===== src/common/pfc_pkg.sv =====
// Purpose: shared constants and types for the configuration pin logic
// Assumes: 125 MHz system clock, 8 ns period
// Notes:   times are kept in ns; cycle counts derive from them
package pfc_pkg;
  localparam int          ADDR_W           = 24;
  localparam int          DATA_W           = 16;
  localparam int          CNT_W            = 8;
  localparam int          CLOCK_PERIOD_NS  = 8;
  // least flash reset pulse width, rounded up to whole cycles
  localparam int          FLASH_RESET_NS   = 100;
  localparam logic [7:0]  FLASH_RESET_CYC  =
    8'((FLASH_RESET_NS + CLOCK_PERIOD_NS - 1) / CLOCK_PERIOD_NS);
  // least read access time with output enable low, rounded up
  localparam int          READ_ACCESS_NS   = 90;
  localparam logic [7:0]  READ_CYC         =
    8'((READ_ACCESS_NS + CLOCK_PERIOD_NS - 1) / CLOCK_PERIOD_NS);
  // least write strobe width, rounded up
  localparam int          WRITE_PULSE_NS   = 60;
  localparam logic [7:0]  WRITE_CYC        =
    8'((WRITE_PULSE_NS + CLOCK_PERIOD_NS - 1) / CLOCK_PERIOD_NS);
  // start-up clocks counted during initialization
  localparam logic [7:0]  INIT_CLOCKS      = 8'h08;
  localparam logic [2:0]  SERIAL_LAST_BIT  = 3'h7;
  localparam logic [23:0] ADDR_RESET       = 24'h000000;
  localparam logic [15:0] DATA_RESET       = 16'h0000;
  localparam int          SERIAL_HI_LSB    = 2;
  localparam int          UPPER_BYTE_LSB   = 8;

  typedef enum logic [1:0] {
    active_serial_scheme,
    passive_serial_scheme,
    fast_passive_parallel_scheme,
    active_parallel_scheme
  } pfc_scheme_e;

  typedef enum logic [3:0] {
    ST_IDLE,
    ST_FLASH_RST,
    ST_ADDR,
    ST_READ,
    ST_PASSIVE,
    ST_INIT,
    ST_USER,
    ST_WR_ADDR,
    ST_WRITE
  } pfc_state_e;
endpackage : pfc_pkg


===== src/verilog/pfc_loader.sv =====
// Purpose: configuration pin logic with active parallel flash master
// Assumes: option bits are static while a load runs
// Notes:   serial schemes sample data line 0 on the passive strobe
`timescale 1ns/1ns
`default_nettype none

// Operation
// - byte or word data per selected scheme
// - serial schemes float data lines above bit one while loading
// - after parallel passive, bits 2-7 follow dual-purpose setting
// - upper byte floats except active parallel user control
// - drive 24-bit flash address in active parallel
// - drive flash reset low to reset flash
// - address-valid low marks address during access
// - output enable low during read; flash drives
// - write strobe low marks driven write data
// - ready input is ignored entirely
// - error output follows detector when checking enabled
// - enabled clear input low clears all registers but the pin synchronisers
// - clear never affects test port operations
// - enabled output-enable low floats every pin
// - init-done pin released high entering user mode
// - enabled init-done pin stays status, never user
// - user start-up clock paces initialization when enabled
// - chip select low selects flash in active parallel
module pfc_loader (
  // clock and reset
  input  wire logic                      clock,
  input  wire logic                      reset,
  // load control
  input  wire pfc_pkg::pfc_scheme_e      scheme,
  input  wire logic                      config_start,
  input  wire logic [pfc_pkg::ADDR_W-1:0] config_word_count,
  // option settings
  input  wire logic                      crc_check_enable,
  input  wire logic                      clear_option_enable,
  input  wire logic                      output_enable_option,
  input  wire logic                      init_done_enable,
  input  wire logic                      startup_clock_enable,
  input  wire logic                      dual_purpose_user_io,
  input  wire logic                      test_port_active,
  // device-wide pins
  input  wire logic                      global_clear_in_n,
  input  wire logic                      global_output_enable_in,
  input  wire logic                      user_startup_clock,
  input  wire logic                      crc_fault_detected,
  input  wire logic                      data_strobe_in,
  // flash control pins
  output logic [pfc_pkg::ADDR_W-1:0]     flash_address_bus,
  output logic                           flash_reset_out_n,
  output logic                           address_valid_out_n,
  output logic                           flash_read_enable_n,
  output logic                           flash_write_strobe_n,
  output logic                           flash_select_n,
  input  wire logic                      flash_ready_in,
  output logic                           flash_pins_oe_n,
  // data pins
  input  wire logic [pfc_pkg::DATA_W-1:0] data_in,
  output logic [pfc_pkg::DATA_W-1:0]     data_out,
  output logic [pfc_pkg::DATA_W-1:0]     data_oe_n,
  // user side of the data pins and flash writes
  input  wire logic [pfc_pkg::DATA_W-1:0] user_data_out,
  input  wire logic [pfc_pkg::DATA_W-1:0] user_data_oe_n,
  input  wire logic                      user_flash_write,
  input  wire logic [pfc_pkg::ADDR_W-1:0] user_flash_address,
  input  wire logic [pfc_pkg::DATA_W-1:0] user_flash_data,
  output logic                           user_flash_busy,
  // configuration stream
  output logic [pfc_pkg::DATA_W-1:0]     cfg_data,
  output logic                           cfg_valid,
  output logic                           cfg_is_word,
  // status
  output logic                           init_done_out,
  output logic                           init_done_oe_n,
  output logic                           crc_error,
  output logic                           user_mode,
  output logic                           device_clear
);
  import pfc_pkg::*;

  // pin synchronisers: stage one feeds stage two only
  logic [DATA_W-1:0] data_s1;
  logic [DATA_W-1:0] data_s2;
  logic [3:0]        pin_s1;
  logic [3:0]        pin_s2;
  logic              strobe_d;
  logic              uclk_d;

  always_ff @(posedge clock) begin
    if (reset) begin
      data_s1  <= DATA_RESET;
      data_s2  <= DATA_RESET;
      pin_s1   <= 4'hf;
      pin_s2   <= 4'hf;
      // match the reset level of stage two so no false edge follows reset
      strobe_d <= 1'b1;
      uclk_d   <= 1'b1;
    end else begin
      data_s1  <= data_in;
      data_s2  <= data_s1;
      pin_s1   <= {global_clear_in_n, global_output_enable_in,
                   data_strobe_in, user_startup_clock};
      pin_s2   <= pin_s1;
      strobe_d <= pin_s2[1];
      uclk_d   <= pin_s2[0];
    end
  end

  logic clear_sync_n;
  logic oe_sync;
  logic strobe_rise;
  logic uclk_rise;
  assign clear_sync_n = pin_s2[3];
  assign oe_sync      = pin_s2[2];
  assign strobe_rise  = pin_s2[1] & ~strobe_d;
  assign uclk_rise    = pin_s2[0] & ~uclk_d;

  // test port accesses hold the clear off so they are never disturbed
  assign device_clear = clear_option_enable & ~clear_sync_n & ~test_port_active;

  // the ready pin is deliberately left unread: no access waits on it
  logic unused_ready;
  assign unused_ready = flash_ready_in;

  pfc_state_e        state, next_state;
  logic [CNT_W-1:0]  cnt, next_cnt;
  logic [ADDR_W-1:0] addr, next_addr;
  logic [ADDR_W-1:0] words, next_words;
  logic [7:0]        shift, next_shift;
  logic [2:0]        bitcnt, next_bitcnt;
  logic [DATA_W-1:0] wdata, next_wdata;
  logic [DATA_W-1:0] next_cfg_data;
  logic              next_cfg_valid;
  logic              next_cfg_is_word;
  logic              next_crc_error;
  logic              init_tick;

  assign init_tick = startup_clock_enable ? uclk_rise : 1'b1;

  always_comb begin
    next_state       = state;
    next_cnt         = cnt;
    next_addr        = addr;
    next_words       = words;
    next_shift       = shift;
    next_bitcnt      = bitcnt;
    next_wdata       = wdata;
    next_cfg_data    = cfg_data;
    next_cfg_valid   = 1'b0;
    next_cfg_is_word = cfg_is_word;
    next_crc_error   = crc_check_enable & crc_fault_detected;
    unique case (state)
      ST_IDLE: begin
        if (config_start) begin
          next_words  = ADDR_RESET;
          next_cnt    = '0;
          next_bitcnt = '0;
          next_addr   = ADDR_RESET;
          next_state  = (scheme == active_parallel_scheme) ? ST_FLASH_RST : ST_PASSIVE;
        end
      end
      ST_FLASH_RST: begin
        next_cnt = cnt + 8'h01;
        if (cnt == FLASH_RESET_CYC - 8'h01) begin
          next_cnt   = '0;
          next_state = ST_ADDR;
        end
      end
      ST_ADDR: begin
        // address stands with valid low one cycle before the read enable
        next_cnt   = '0;
        next_state = ST_READ;
      end
      ST_READ: begin
        next_cnt = cnt + 8'h01;
        if (cnt == READ_CYC - 8'h01) begin
          next_cfg_data    = data_s2;
          next_cfg_valid   = 1'b1;
          next_cfg_is_word = 1'b1;
          next_addr        = addr + 24'h000001;
          next_words       = words + 24'h000001;
          next_state       = (words + 24'h000001 == config_word_count) ? ST_INIT : ST_ADDR;
          next_cnt         = '0;
        end
      end
      ST_PASSIVE: begin
        if (strobe_rise) begin
          if (scheme == fast_passive_parallel_scheme) begin
            next_cfg_data    = {8'h00, data_s2[7:0]};
            next_cfg_valid   = 1'b1;
            next_cfg_is_word = 1'b0;
            next_words       = words + 24'h000001;
          end else begin
            next_shift  = {shift[6:0], data_s2[0]};
            next_bitcnt = bitcnt + 3'h1;
            if (bitcnt == SERIAL_LAST_BIT) begin
              next_cfg_data    = {8'h00, shift[6:0], data_s2[0]};
              next_cfg_valid   = 1'b1;
              next_cfg_is_word = 1'b0;
              next_words       = words + 24'h000001;
            end
          end
        end
        if (next_words == config_word_count) begin
          next_cnt   = '0;
          next_state = ST_INIT;
        end
      end
      ST_INIT: begin
        if (init_tick) begin
          next_cnt = cnt + 8'h01;
          if (cnt == INIT_CLOCKS - 8'h01) begin
            next_state = ST_USER;
          end
        end
      end
      ST_USER: begin
        // flash writes only exist where the flash pins stay ours
        if (user_flash_write && scheme == active_parallel_scheme) begin
          next_addr  = user_flash_address;
          next_wdata = user_flash_data;
          next_state = ST_WR_ADDR;
        end
      end
      ST_WR_ADDR: begin
        next_cnt   = '0;
        next_state = ST_WRITE;
      end
      ST_WRITE: begin
        next_cnt = cnt + 8'h01;
        if (cnt == WRITE_CYC - 8'h01) begin
          next_state = ST_USER;
        end
      end
    endcase
  end

  always_ff @(posedge clock) begin
    if (reset || device_clear) begin
      state       <= ST_IDLE;
      cnt         <= '0;
      addr        <= ADDR_RESET;
      words       <= ADDR_RESET;
      shift       <= 8'h00;
      bitcnt      <= 3'h0;
      wdata       <= DATA_RESET;
      cfg_data    <= DATA_RESET;
      cfg_valid   <= 1'b0;
      cfg_is_word <= 1'b0;
      crc_error   <= 1'b0;
    end else begin
      state       <= next_state;
      cnt         <= next_cnt;
      addr        <= next_addr;
      words       <= next_words;
      shift       <= next_shift;
      bitcnt      <= next_bitcnt;
      wdata       <= next_wdata;
      cfg_data    <= next_cfg_data;
      cfg_valid   <= next_cfg_valid;
      cfg_is_word <= next_cfg_is_word;
      crc_error   <= next_crc_error;
    end
  end

  // pin drive
  logic force_float;
  logic ap_loading;
  logic [DATA_W-1:0] load_oe_n;
  logic [DATA_W-1:0] user_oe_n;

  assign force_float = output_enable_option & ~oe_sync;
  assign ap_loading  = (state == ST_FLASH_RST) || (state == ST_ADDR) || (state == ST_READ);
  assign user_mode   = (state == ST_USER) || (state == ST_WR_ADDR) || (state == ST_WRITE);
  assign user_flash_busy = (state == ST_WR_ADDR) || (state == ST_WRITE);

  assign flash_address_bus    = addr;
  assign flash_reset_out_n    = (state != ST_FLASH_RST);
  assign address_valid_out_n  = ~((state == ST_ADDR) || (state == ST_READ)
                                  || (state == ST_WR_ADDR) || (state == ST_WRITE));
  assign flash_read_enable_n  = (state != ST_READ);
  assign flash_write_strobe_n = (state != ST_WRITE);
  assign flash_select_n       = ~(ap_loading || user_flash_busy);
  assign flash_pins_oe_n      = force_float | ~(ap_loading || user_mode)
                                | (scheme != active_parallel_scheme);

  always_comb begin
    // during any load every data pin is an input or floats
    load_oe_n = {DATA_W{1'b1}};
    user_oe_n = user_data_oe_n;
    if (scheme == fast_passive_parallel_scheme && !dual_purpose_user_io) begin
      user_oe_n[7:SERIAL_HI_LSB] = {(8 - SERIAL_HI_LSB){1'b1}};
    end
    if (scheme == active_parallel_scheme && user_flash_busy) begin
      user_oe_n = {DATA_W{1'b0}};
    end
    // upper byte belongs to the user only after an active parallel load
    if (scheme != active_parallel_scheme) begin
      user_oe_n[DATA_W-1:UPPER_BYTE_LSB] = {(DATA_W - UPPER_BYTE_LSB){1'b1}};
    end
    if (force_float) begin
      data_oe_n = {DATA_W{1'b1}};
    end else if (user_mode) begin
      data_oe_n = user_oe_n;
    end else begin
      data_oe_n = load_oe_n;
    end
  end

  assign data_out = user_flash_busy ? wdata : user_data_out;

  // open drain: held low until user mode, then released; when the option
  // is off the pin is simply released and left to the pull-up
  assign init_done_out  = 1'b0;
  assign init_done_oe_n = force_float | ~init_done_enable | user_mode;

endmodule : pfc_loader

`default_nettype wire


===== config.mk =====
export PLATFORM = sky130hd
export DESIGN_NAME = pfc_loader
export DESIGN_NICKNAME = d
export VERILOG_FILES = /design/src/common/pfc_pkg.sv /design/src/verilog/pfc_loader.sv
export SDC_FILE = /design/constraint.sdc
export NUM_CORES = 1
export LEC_CHECK = 0
export ABC_AREA = 1
export BUFFER_PORTS_ARGS = -buffer_cell sky130_fd_sc_hd__buf_2
export CAP_MARGIN = 10
export CORE_MARGIN = 2
export CORE_UTILIZATION = 35
export CTS_CLUSTER_SIZE = 20
export DETAILED_ROUTE_END_ITERATION = 6
export PLACE_DENSITY_LB_ADDON = 0.3
export RECOVER_POWER = 50
export REMOVE_ABC_BUFFERS = 1
export SYNTH_ARGS = -nofsm -noshare
export SYNTH_HDL_FRONTEND = slang
export SYNTH_SLANG_ARGS = --single-unit
export TNS_END_PERCENT = 20

===== constraint.sdc =====
create_clock -name clock -period 2.9 [get_ports clock]
set_clock_uncertainty 0.05 [all_clocks]
set_input_delay 0.58 -clock clock [delete_from_list [all_inputs] [get_ports clock]]
set_output_delay 0.58 -clock clock [all_outputs]
set_load 0.01 [all_outputs]

After elaboration in Yosys (flattened, before gate mapping)
Cells that the tools add are included.
Storage, ports and cells
  bits in registers: 147
  output and inout bits: 86
  logic and storage cells: 152
Operators by class
  add/sub/neg operators: 4
  equal/unequal tests: 29
  muxes and demuxes: 52
  bitwise operators: 20
  reductions and logical operators: 30
Operators by type and width (number)
  $mux W24: 8
  $pmux W24 S3: 2
  $mux W16: 8
  $pmux W8 S7: 1
  $add A24 B1 Y24 const B: 2
  $eq A24 B24 Y1: 2
  $mux W8: 6
  $pmux W4 S9: 1
  $pmux W16 S2: 1
  $mux W4: 7
  $ne A2 B2 Y1 const B: 9
  $eq A4 B3 Y1 const B: 4
  $eq A8 B4 Y1 const B: 2
  $reduce_and A4 Y1: 4
  $mux W3: 5
  $logic_or A1 B1 Y1: 11
  $not A1 Y1: 10
  $mux W1: 9
  $add A8 B1 Y8 const B: 1
  $eq A4 B2 Y1 const B: 2
  $eq A8 B3 Y1 const B: 1
  $reduce_bool A7 Y1: 1
  $and A1 B1 Y1: 6
  $mux W6: 1
  21 further kinds: 31

Logic depth before layout (Yosys ltp)
Gate-level depths: netlist of run 1.
  depth after elaboration: 8
  mapped depth: 21

Least setup slack after synthesis of run 1
OpenSTA, ideal clock, no wires.
  kind: flip-flop to output port
  from: register state[1]
  to: output data_oe_n[10] (netlist bit)
  data arrival time: 1.871 ns
  data required time: 2.270 ns
  slack: 0.399 ns
  cell stages (with the launch flop): 12
  buffers on the path: 1
  path through: dfxtp_1 -> nor2_1 -> inv_1 -> nor3_1 -> nor2_1 -> inv_1 -> buf_2 -> nor2_1 -> inv_1 -> nand2_1 -> nor2_1 -> nand2_1
RTL lines
  from (decl): RTL line pfc_loader.sv:125  | pfc_state_e state, next_state;
  from (signal assigned): RTL line pfc_loader.sv:252  | state <= next_state;
  $eq A4 B3 Y1: RTL line pfc_loader.sv:274  | assign user_mode = (state == ST_USER) || (state == ST_WR_ADDR) || (state == ST_WRITE);
  $logic_or A1 B1 Y1: RTL line pfc_loader.sv:274
  $logic_or A1 B1 Y1 *: RTL line pfc_loader.sv:274
  via user_mode: RTL line pfc_loader.sv:76  | output logic user_mode,
  $mux W16 *: RTL line pfc_loader.sv:303  | end else if (user_mode) begin
  $mux W16 *: RTL line pfc_loader.sv:301  | if (force_float) begin
  to (decl): RTL line pfc_loader.sv:60  | output logic [pfc_pkg::DATA_W-1:0] data_oe_n,
The timed path passes the listed nets; every way through them passes the cells marked *.

Final worst setup path of run 1
  from: register state[2]
  to: output data_oe_n[8] (netlist bit)
Between the ends
  longest elaborated chain between the ends: 7
Ends and longest elaborated chain
  $eq A4 B3 Y1 / $eq A4 B4 Y1 (equally long branches): RTL line pfc_loader.sv:274, pfc_loader.sv:275
  $logic_or A1 B1 Y1: RTL line pfc_loader.sv:275  | assign user_flash_busy = (state == ST_WR_ADDR) || (state == ST_WRITE);
  $logic_and A1 B1 Y1: RTL line pfc_loader.sv:294  | if (scheme == active_parallel_scheme && user_flash_busy) begin
  $mux W16: RTL line pfc_loader.sv:294
  $mux W8: RTL line pfc_loader.sv:298  | if (scheme != active_parallel_scheme) begin
  $mux W16 *: RTL line pfc_loader.sv:303
  $mux W16 *: RTL line pfc_loader.sv:301
Mark *: on every way between the ends. The rest lies on a longest branch, timed or not.

==> impl_metrics.env, run 1 <==
export IMPL_hold_viol_final=0
export IMPL_max_cap_violations=1
export IMPL_drive_above_1_share=0.179
export IMPL_die_x_um=165
export IMPL_grt_use_total=0.203
export IMPL_vias=10112
export IMPL_place_area_mm2=0.0106
export IMPL_num_fill_cells=2680
export IMPL_drcViolationCount=0
export IMPL_avgRoutedWirePerCell_um=13.9
export IMPL_core_mm2=0.0253
export IMPL_rsz0062_at_grt="true"
export IMPL_synthTopCellsByArea="dfxtp_1 (32%), nand2_1 (17%), nand3_1 (10%), nor2_1 (7.5%), inv_1 (7.0%)"
export IMPL_synth_top_cell_area_share=0.324
export IMPL_yosysSeqAreaShare=0.324
export IMPL_synthFlopType="dfxtp_1"
export IMPL_dp_cells=1992
export IMPL_powerDensity_mw_per_mm2=738
export IMPL_clock_fmax_mhz=364
export IMPL_synth_compound_area_frac=0.140
export IMPL_ant_nets=0
export IMPL_cts_root_buffer="clkbuf_16"
export IMPL_die_h_um=165
export IMPL_first_iter_violations=750
export IMPL_start_util=0.359
export IMPL_cp_max_fo=8
export IMPL_crit_required_ns=2.27
export IMPL_worst_setup_path_type="reg -> out"
export IMPL_synth_simple_area_share=0.421
export IMPL_cts_htree_levels=4
export IMPL_nets=1819
export IMPL_synthCells=1475
export IMPL_setup_viol=0
export IMPL_async_reset_ff_frac=0
export IMPL_area_delta_synth_final_pct=23.4
export IMPL_hold_buffers=0
export IMPL_utilization=0.442
export IMPL_io_pins=217
export IMPL_cts_buffers=17
export IMPL_yosysMostFrequentCell="nand2_1"
export IMPL_grt_first_pass_wirelength_um=44600
export IMPL_layout_min_cycle_time_ns=2.75
export IMPL_grt_max_degree=85
export IMPL_finalWirelength_um=28200
export IMPL_syn_avg_cell_area_um2=6.16
export IMPL_worstPathArrival_ns=2.12
export IMPL_clock_latency_ns=0.43
export IMPL_cts_tree="done"
export IMPL_yosys_warnings=0
export IMPL_worst_slew_pin_transition_ns=1.65
export IMPL_status="finished with violations"
export IMPL_dr_pass1_iters=5
export IMPL_grt_pass1_vias=9200
export IMPL_place_congestion=0.890
export IMPL_hp_class="in -> reg"
export IMPL_finish_instance_area_mm2=0.0112
export IMPL_clk_pin_slew_ns=0.07
export IMPL_synth_edf_count=0
export IMPL_gr_total_overflow=0
export IMPL_slew_headroom=-0.102
export IMPL_setup_tns_ns=0
export IMPL_synth_xor_area_frac=0.00441
export IMPL_synth_top_family_by_area="simple AND/OR/NAND/NOR gates"
export IMPL_synthMuxAreaShare=0
export IMPL_final_cells=2027
export IMPL_irDropWorstVdd_uv=429
export IMPL_synth_area_mm2=0.00908
export IMPL_port_buffers=214
export IMPL_ys_types=52
export IMPL_ys_top_cells_by_count="nand2_1 (405), nand3_1 (186), nor2_1 (182)"
export IMPL_worst_setup_path_start_kind="flip-flop"
export IMPL_cts_buffer_depth=2
export IMPL_rows=58
export IMPL_viasPerCell=4.99
export IMPL_ys_ff_latch=147
export IMPL_yosysTopAreaCell="dfxtp_1"
export IMPL_antenna_found_initial=3
export IMPL_critPathCaptureType="output port"
export IMPL_dp_hpwl_um=20600
export IMPL_die_area_mm2=0.0273
export IMPL_drv_slew=43
export IMPL_synthAdderAreaFrac=0.00827
export IMPL_finalCritPeriodShare=0.947
export IMPL_clock_sinks=147
export IMPL_violations="capacitance limit, slew limit"
export IMPL_whs_ns=0.281
export IMPL_power_leakage_nw=5.22
final cells by class:
type	instances	area, µm²	share of cell area
antenna	2	5.00	0.000447
clock buffer	18	439	0.0392
clock inverter	14	179	0.0160
inverter	177	671	0.0598
multi-input combinational	1095	5260	0.470
sequential	147	2950	0.263
tap	330	413	0.0368
timing repair buffer	244	1290	0.115
kinds of logic after synthesis:
group,Yosys count
other,1
adder cells (fa/ha/maj),6
AO/OA/AOI/OAI,224
flip-flops,147
AND/OR/NAND/NOR,861
XOR/XNOR,3
buffers and inverters,233
metrics by stage:
step,total power [mW],worst slack (ns)
final,8.27,0.154
after global routing,8.89,-0.0366
after CTS,8.27,0.0539
after detailed placement,5.92,0.0413
after global placement,5.86,0.0654
after floorplan,4.76,-1.52
worst paths after layout:
path	startpoint	end	slack, ns	depth (start not counted)
max	state[2]	data_oe_n[8]	0.15	13
min	global_clear_in_n	pin_s1[3]	0.28	2
max reg2reg	words[4]	state[1]	0.23	18
min reg2reg	data_s1[3]	data_s2[3]	0.35	2
worst max-delay path, cell delays in order (launching register included):
cell     delay [ns]
dfxtp_2        0.38
inv_1          0.07
nor2_1         0.13
inv_1          0.12
nor2_4         0.13
nor2_4         0.07
inv_4          0.09
nor2_1         0.06
inv_2          0.08
nand2_1        0.08
nor2_1         0.09
buf_4          0.18
nand2_1        0.07
buf_2          0.14
state kept, by name, summed over array words and instances, names as in the netlist:
register	flops
state	4
cfg_is_word	1
cfg_data	16
shift	7
crc_error	1
flash_address_bus	24
data_s1	16
cfg_valid	1
wdata	16
strobe_d	1
data_s2	16
uclk_d	1
words	24
pin_s1	4
cnt	8
pin_s2	4
bitcnt	3
metal layers:
metal,GRT usage,share of wire
met5,0,0.00046
met4,0.0628,0.022
met3,0.0460,0.064
met2,0.329,0.46
met1,0.268,0.45
power by group:
part	total (mW)	switching, mW	internal [mW]	leakage [nW]
Sequential	2.66	0.359	2.30	1.21
Clock	2.33	1.06	1.27	0.304
Combinational	3.28	2.13	1.15	3.71
Total	8.27	3.55	4.72	5.22
cells in the final DEF, fill, tap and decap left out, types with 2 or more instances in the layout:
cell type | netlist | layout
a211oi_1 | 6 | 6
a21oi_1 | 77 | 76
a21oi_2 | 1 | 2
a31oi_1 | 26 | 26
a32oi_1 | 2 | 2
buf_12 | 0 | 5
buf_2 | 12 | 170
buf_4 | 4 | 19
clkbuf_1 | 35 | 49
clkbuf_16 | 0 | 17
clkinv_1 | 5 | 4
clkinv_8 | 0 | 3
dfxtp_1 | 147 | 144
dfxtp_2 | 0 | 3
diode_2 | 0 | 2
ha_1 | 6 | 5
inv_1 | 169 | 164
inv_2 | 3 | 7
inv_6 | 0 | 5
inv_8 | 0 | 5
nand2_1 | 405 | 405
nand2_2 | 12 | 11
nand2_4 | 7 | 8
nand3_1 | 186 | 186
nand3_2 | 6 | 6
nand3b_1 | 2 | 2
nand4_1 | 20 | 20
nor2_1 | 182 | 177
nor2_2 | 5 | 7
nor2_4 | 4 | 7
nor2_8 | 4 | 4
nor3_1 | 8 | 7
nor3b_1 | 2 | 2
nor4_1 | 3 | 3
o211ai_1 | 8 | 8
o21ai_0 | 89 | 89
o221ai_1 | 3 | 3
o31ai_1 | 2 | 2
or2_2 | 13 | 13
repair_timing:
action / in CTS / in global routing
endpoints found under the setup margin: 16 / 30
setup buffers: 0 / 0
resized for setup: 2 / 19
pin swaps: 0 / 0
endpoints found under the hold margin: 0 / 0
gates cloned: 0 / 1
Power figures use the tool's default switching activity.
==> run 2: changes to the inputs <==
- CORE_UTILIZATION: 35 -> 45
- clock period: 2.9 -> 2.21 ns (I/O delays scaled with it)
==> run 2 against run 1 <==
The run ends with capacitance limit, slew limit, setup timing left. First-iteration DRC count shrank 13%. Utilization grew 22 points. Critical path depth shrank 1. Global-route usage grew 6.4 points. Sequential cell count is the same. Wire length grew 6.2%. Worst setup slack lost 0.44 ns. Power grew 46%. Sequential power grew 29%. Combinational power grew 70%.
==> impl_metrics.env, run 2 (synthesis gave the netlist of run 1 again) <==
export IMPL_status="finished with violations"
export IMPL_violations="capacitance limit, slew limit, setup timing"
export IMPL_mostFrequentLayoutCell="nand2_1"
export IMPL_grt_pass1_vias=10216
export IMPL_cts_tree="done"
export IMPL_start_util=0.462
export IMPL_drcViolationCount=0
export IMPL_cts_buffer_depth=2
export IMPL_pre_cts_slack_ns=-0.547
export IMPL_diodes=0
export IMPL_hp_class="in -> reg"
export IMPL_drv_slew=43
export IMPL_dp_cells=2087
export IMPL_drive_above_1_share=0.310
export IMPL_die_area_mm2=0.0213
export IMPL_utilization=0.664
export IMPL_io_pins=217
export IMPL_clock_latency_ns=0.44
export IMPL_worst_setup_path_type="reg -> out"
export IMPL_finalWirelength_um=29900
export IMPL_critPathCaptureType="output port"
export IMPL_grt_first_pass_wirelength_um=47600
export IMPL_gr_total_overflow=0
export IMPL_area_delta_synth_final_pct=43.7
export IMPL_slew_headroom=-0.0909
export IMPL_timing_final_ws_setup_ns=-0.287
export IMPL_finish_instance_area_mm2=0.0130
export IMPL_antenna_found_initial=0
export IMPL_first_iter_violations=650
export IMPL_setup_viol=50
export IMPL_avgRoutedWirePerCell_um=14.0
export IMPL_dr_pass1_iters=5
export IMPL_clock_sinks=147
export IMPL_powerDensity_mw_per_mm2=925
export IMPL_cp_max_fo=8
export IMPL_rsz0062_at_grt="true"
export IMPL_cts_root_buffer="clkbuf_16"
export IMPL_port_buffers=214
export IMPL_grt_max_degree=46
export IMPL_ant_nets=0
export IMPL_num_fill_cells=1804
export IMPL_totalPowerFinal_mw=12.1
export IMPL_layout_min_cycle_time_ns=2.50
export IMPL_clk_pin_slew_ns=0.07
export IMPL_setup_tns_ns=-8.48
export IMPL_irDropWorstVdd_uv=644
export IMPL_grt_use_total=0.267
export IMPL_hold_buffers=0
export IMPL_rows=51
export IMPL_mostFrequentLayoutCells="nand2_1 (374), buf_4 (174), nand3_1 (173)"
export IMPL_clock_fmax_mhz=400
export IMPL_cts_htree_levels=4
export IMPL_worstPathArrival_ns=2.01
export IMPL_hold_viol_final=0
export IMPL_final_cells=2136
export IMPL_place_area_mm2=0.0117
export IMPL_core_mm2=0.0197
export IMPL_crit_required_ns=1.72
export IMPL_dp_hpwl_um=20700
export IMPL_place_congestion=0.937
export IMPL_die_x_um=146
export IMPL_power_leakage_nw=6.28
export IMPL_die_h_um=146
export IMPL_rrSetupSlack_ns=-0.28
export IMPL_max_cap_violations=1
export IMPL_whs_ns=0.142
export IMPL_cts_buffers=17
export IMPL_vias=11069
export IMPL_nets=1995
export IMPL_worst_setup_path_start_kind="flip-flop"
export IMPL_worst_slew_pin_transition_ns=1.64
export IMPL_finalCritPeriodShare=1.13
export IMPL_viasPerCell=5.18
[run 2: final cells by class]
class	instances	area (µm²)	area share
clock buffers	18	439	0.0337
inverters	177	674	0.0517
well taps	265	332	0.0254
multi-input cells	1098	5670	0.435
flip-flops and latches	147	2970	0.228
repair buffers	417	2790	0.213
clock inverters	14	178	0.0136
[run 2: path summary, 6_finish.rpt]
path / depth (start not counted) / to / start
min reg2reg: 2 / data_s2[4] / data_s1[4]
min: 2 / pin_s1[3] / global_clear_in_n
max: 12 / data_oe_n[7] / state[0]
max reg2reg: 17 / cnt[2] / bitcnt[1]
[run 2: what timing repair did]
action / in CTS / in global routing
setup buffers: 4 / 10
cloned: 3 / 0
pin swaps: 22 / 45
gates resized for setup: 49 / 129
setup endpoints to repair: 51 / 106
[run 2: metal layers]
layer,share of wire,track usage,routed length [µm]
met3,0.060,0.0503,1790
met1,0.42,0.328,12700
met4,0.023,0.0840,676
met2,0.49,0.472,14800
met5,0,0,0
[run 2: report_power, final]
group          internal [mW]  switching (mW)
sequential              3.04           0.401
combinational           2.34            3.24
clock                   1.67            1.39
total                   7.04            5.03
[run 2: worst max-delay path: stages, from the launching register on]
cell and delay [ns]:
dfxtp_4 0.37, nor2_4 0.11, inv_2 0.06, nor3_4 0.23, nor2_4 0.06, inv_2 0.08, nor2_4 0.04, inv_2 0.05
nand2_2 0.06, buf_6 0.12, clkinvlp_4 0.15, nand2_1 0.09, buf_2 0.15
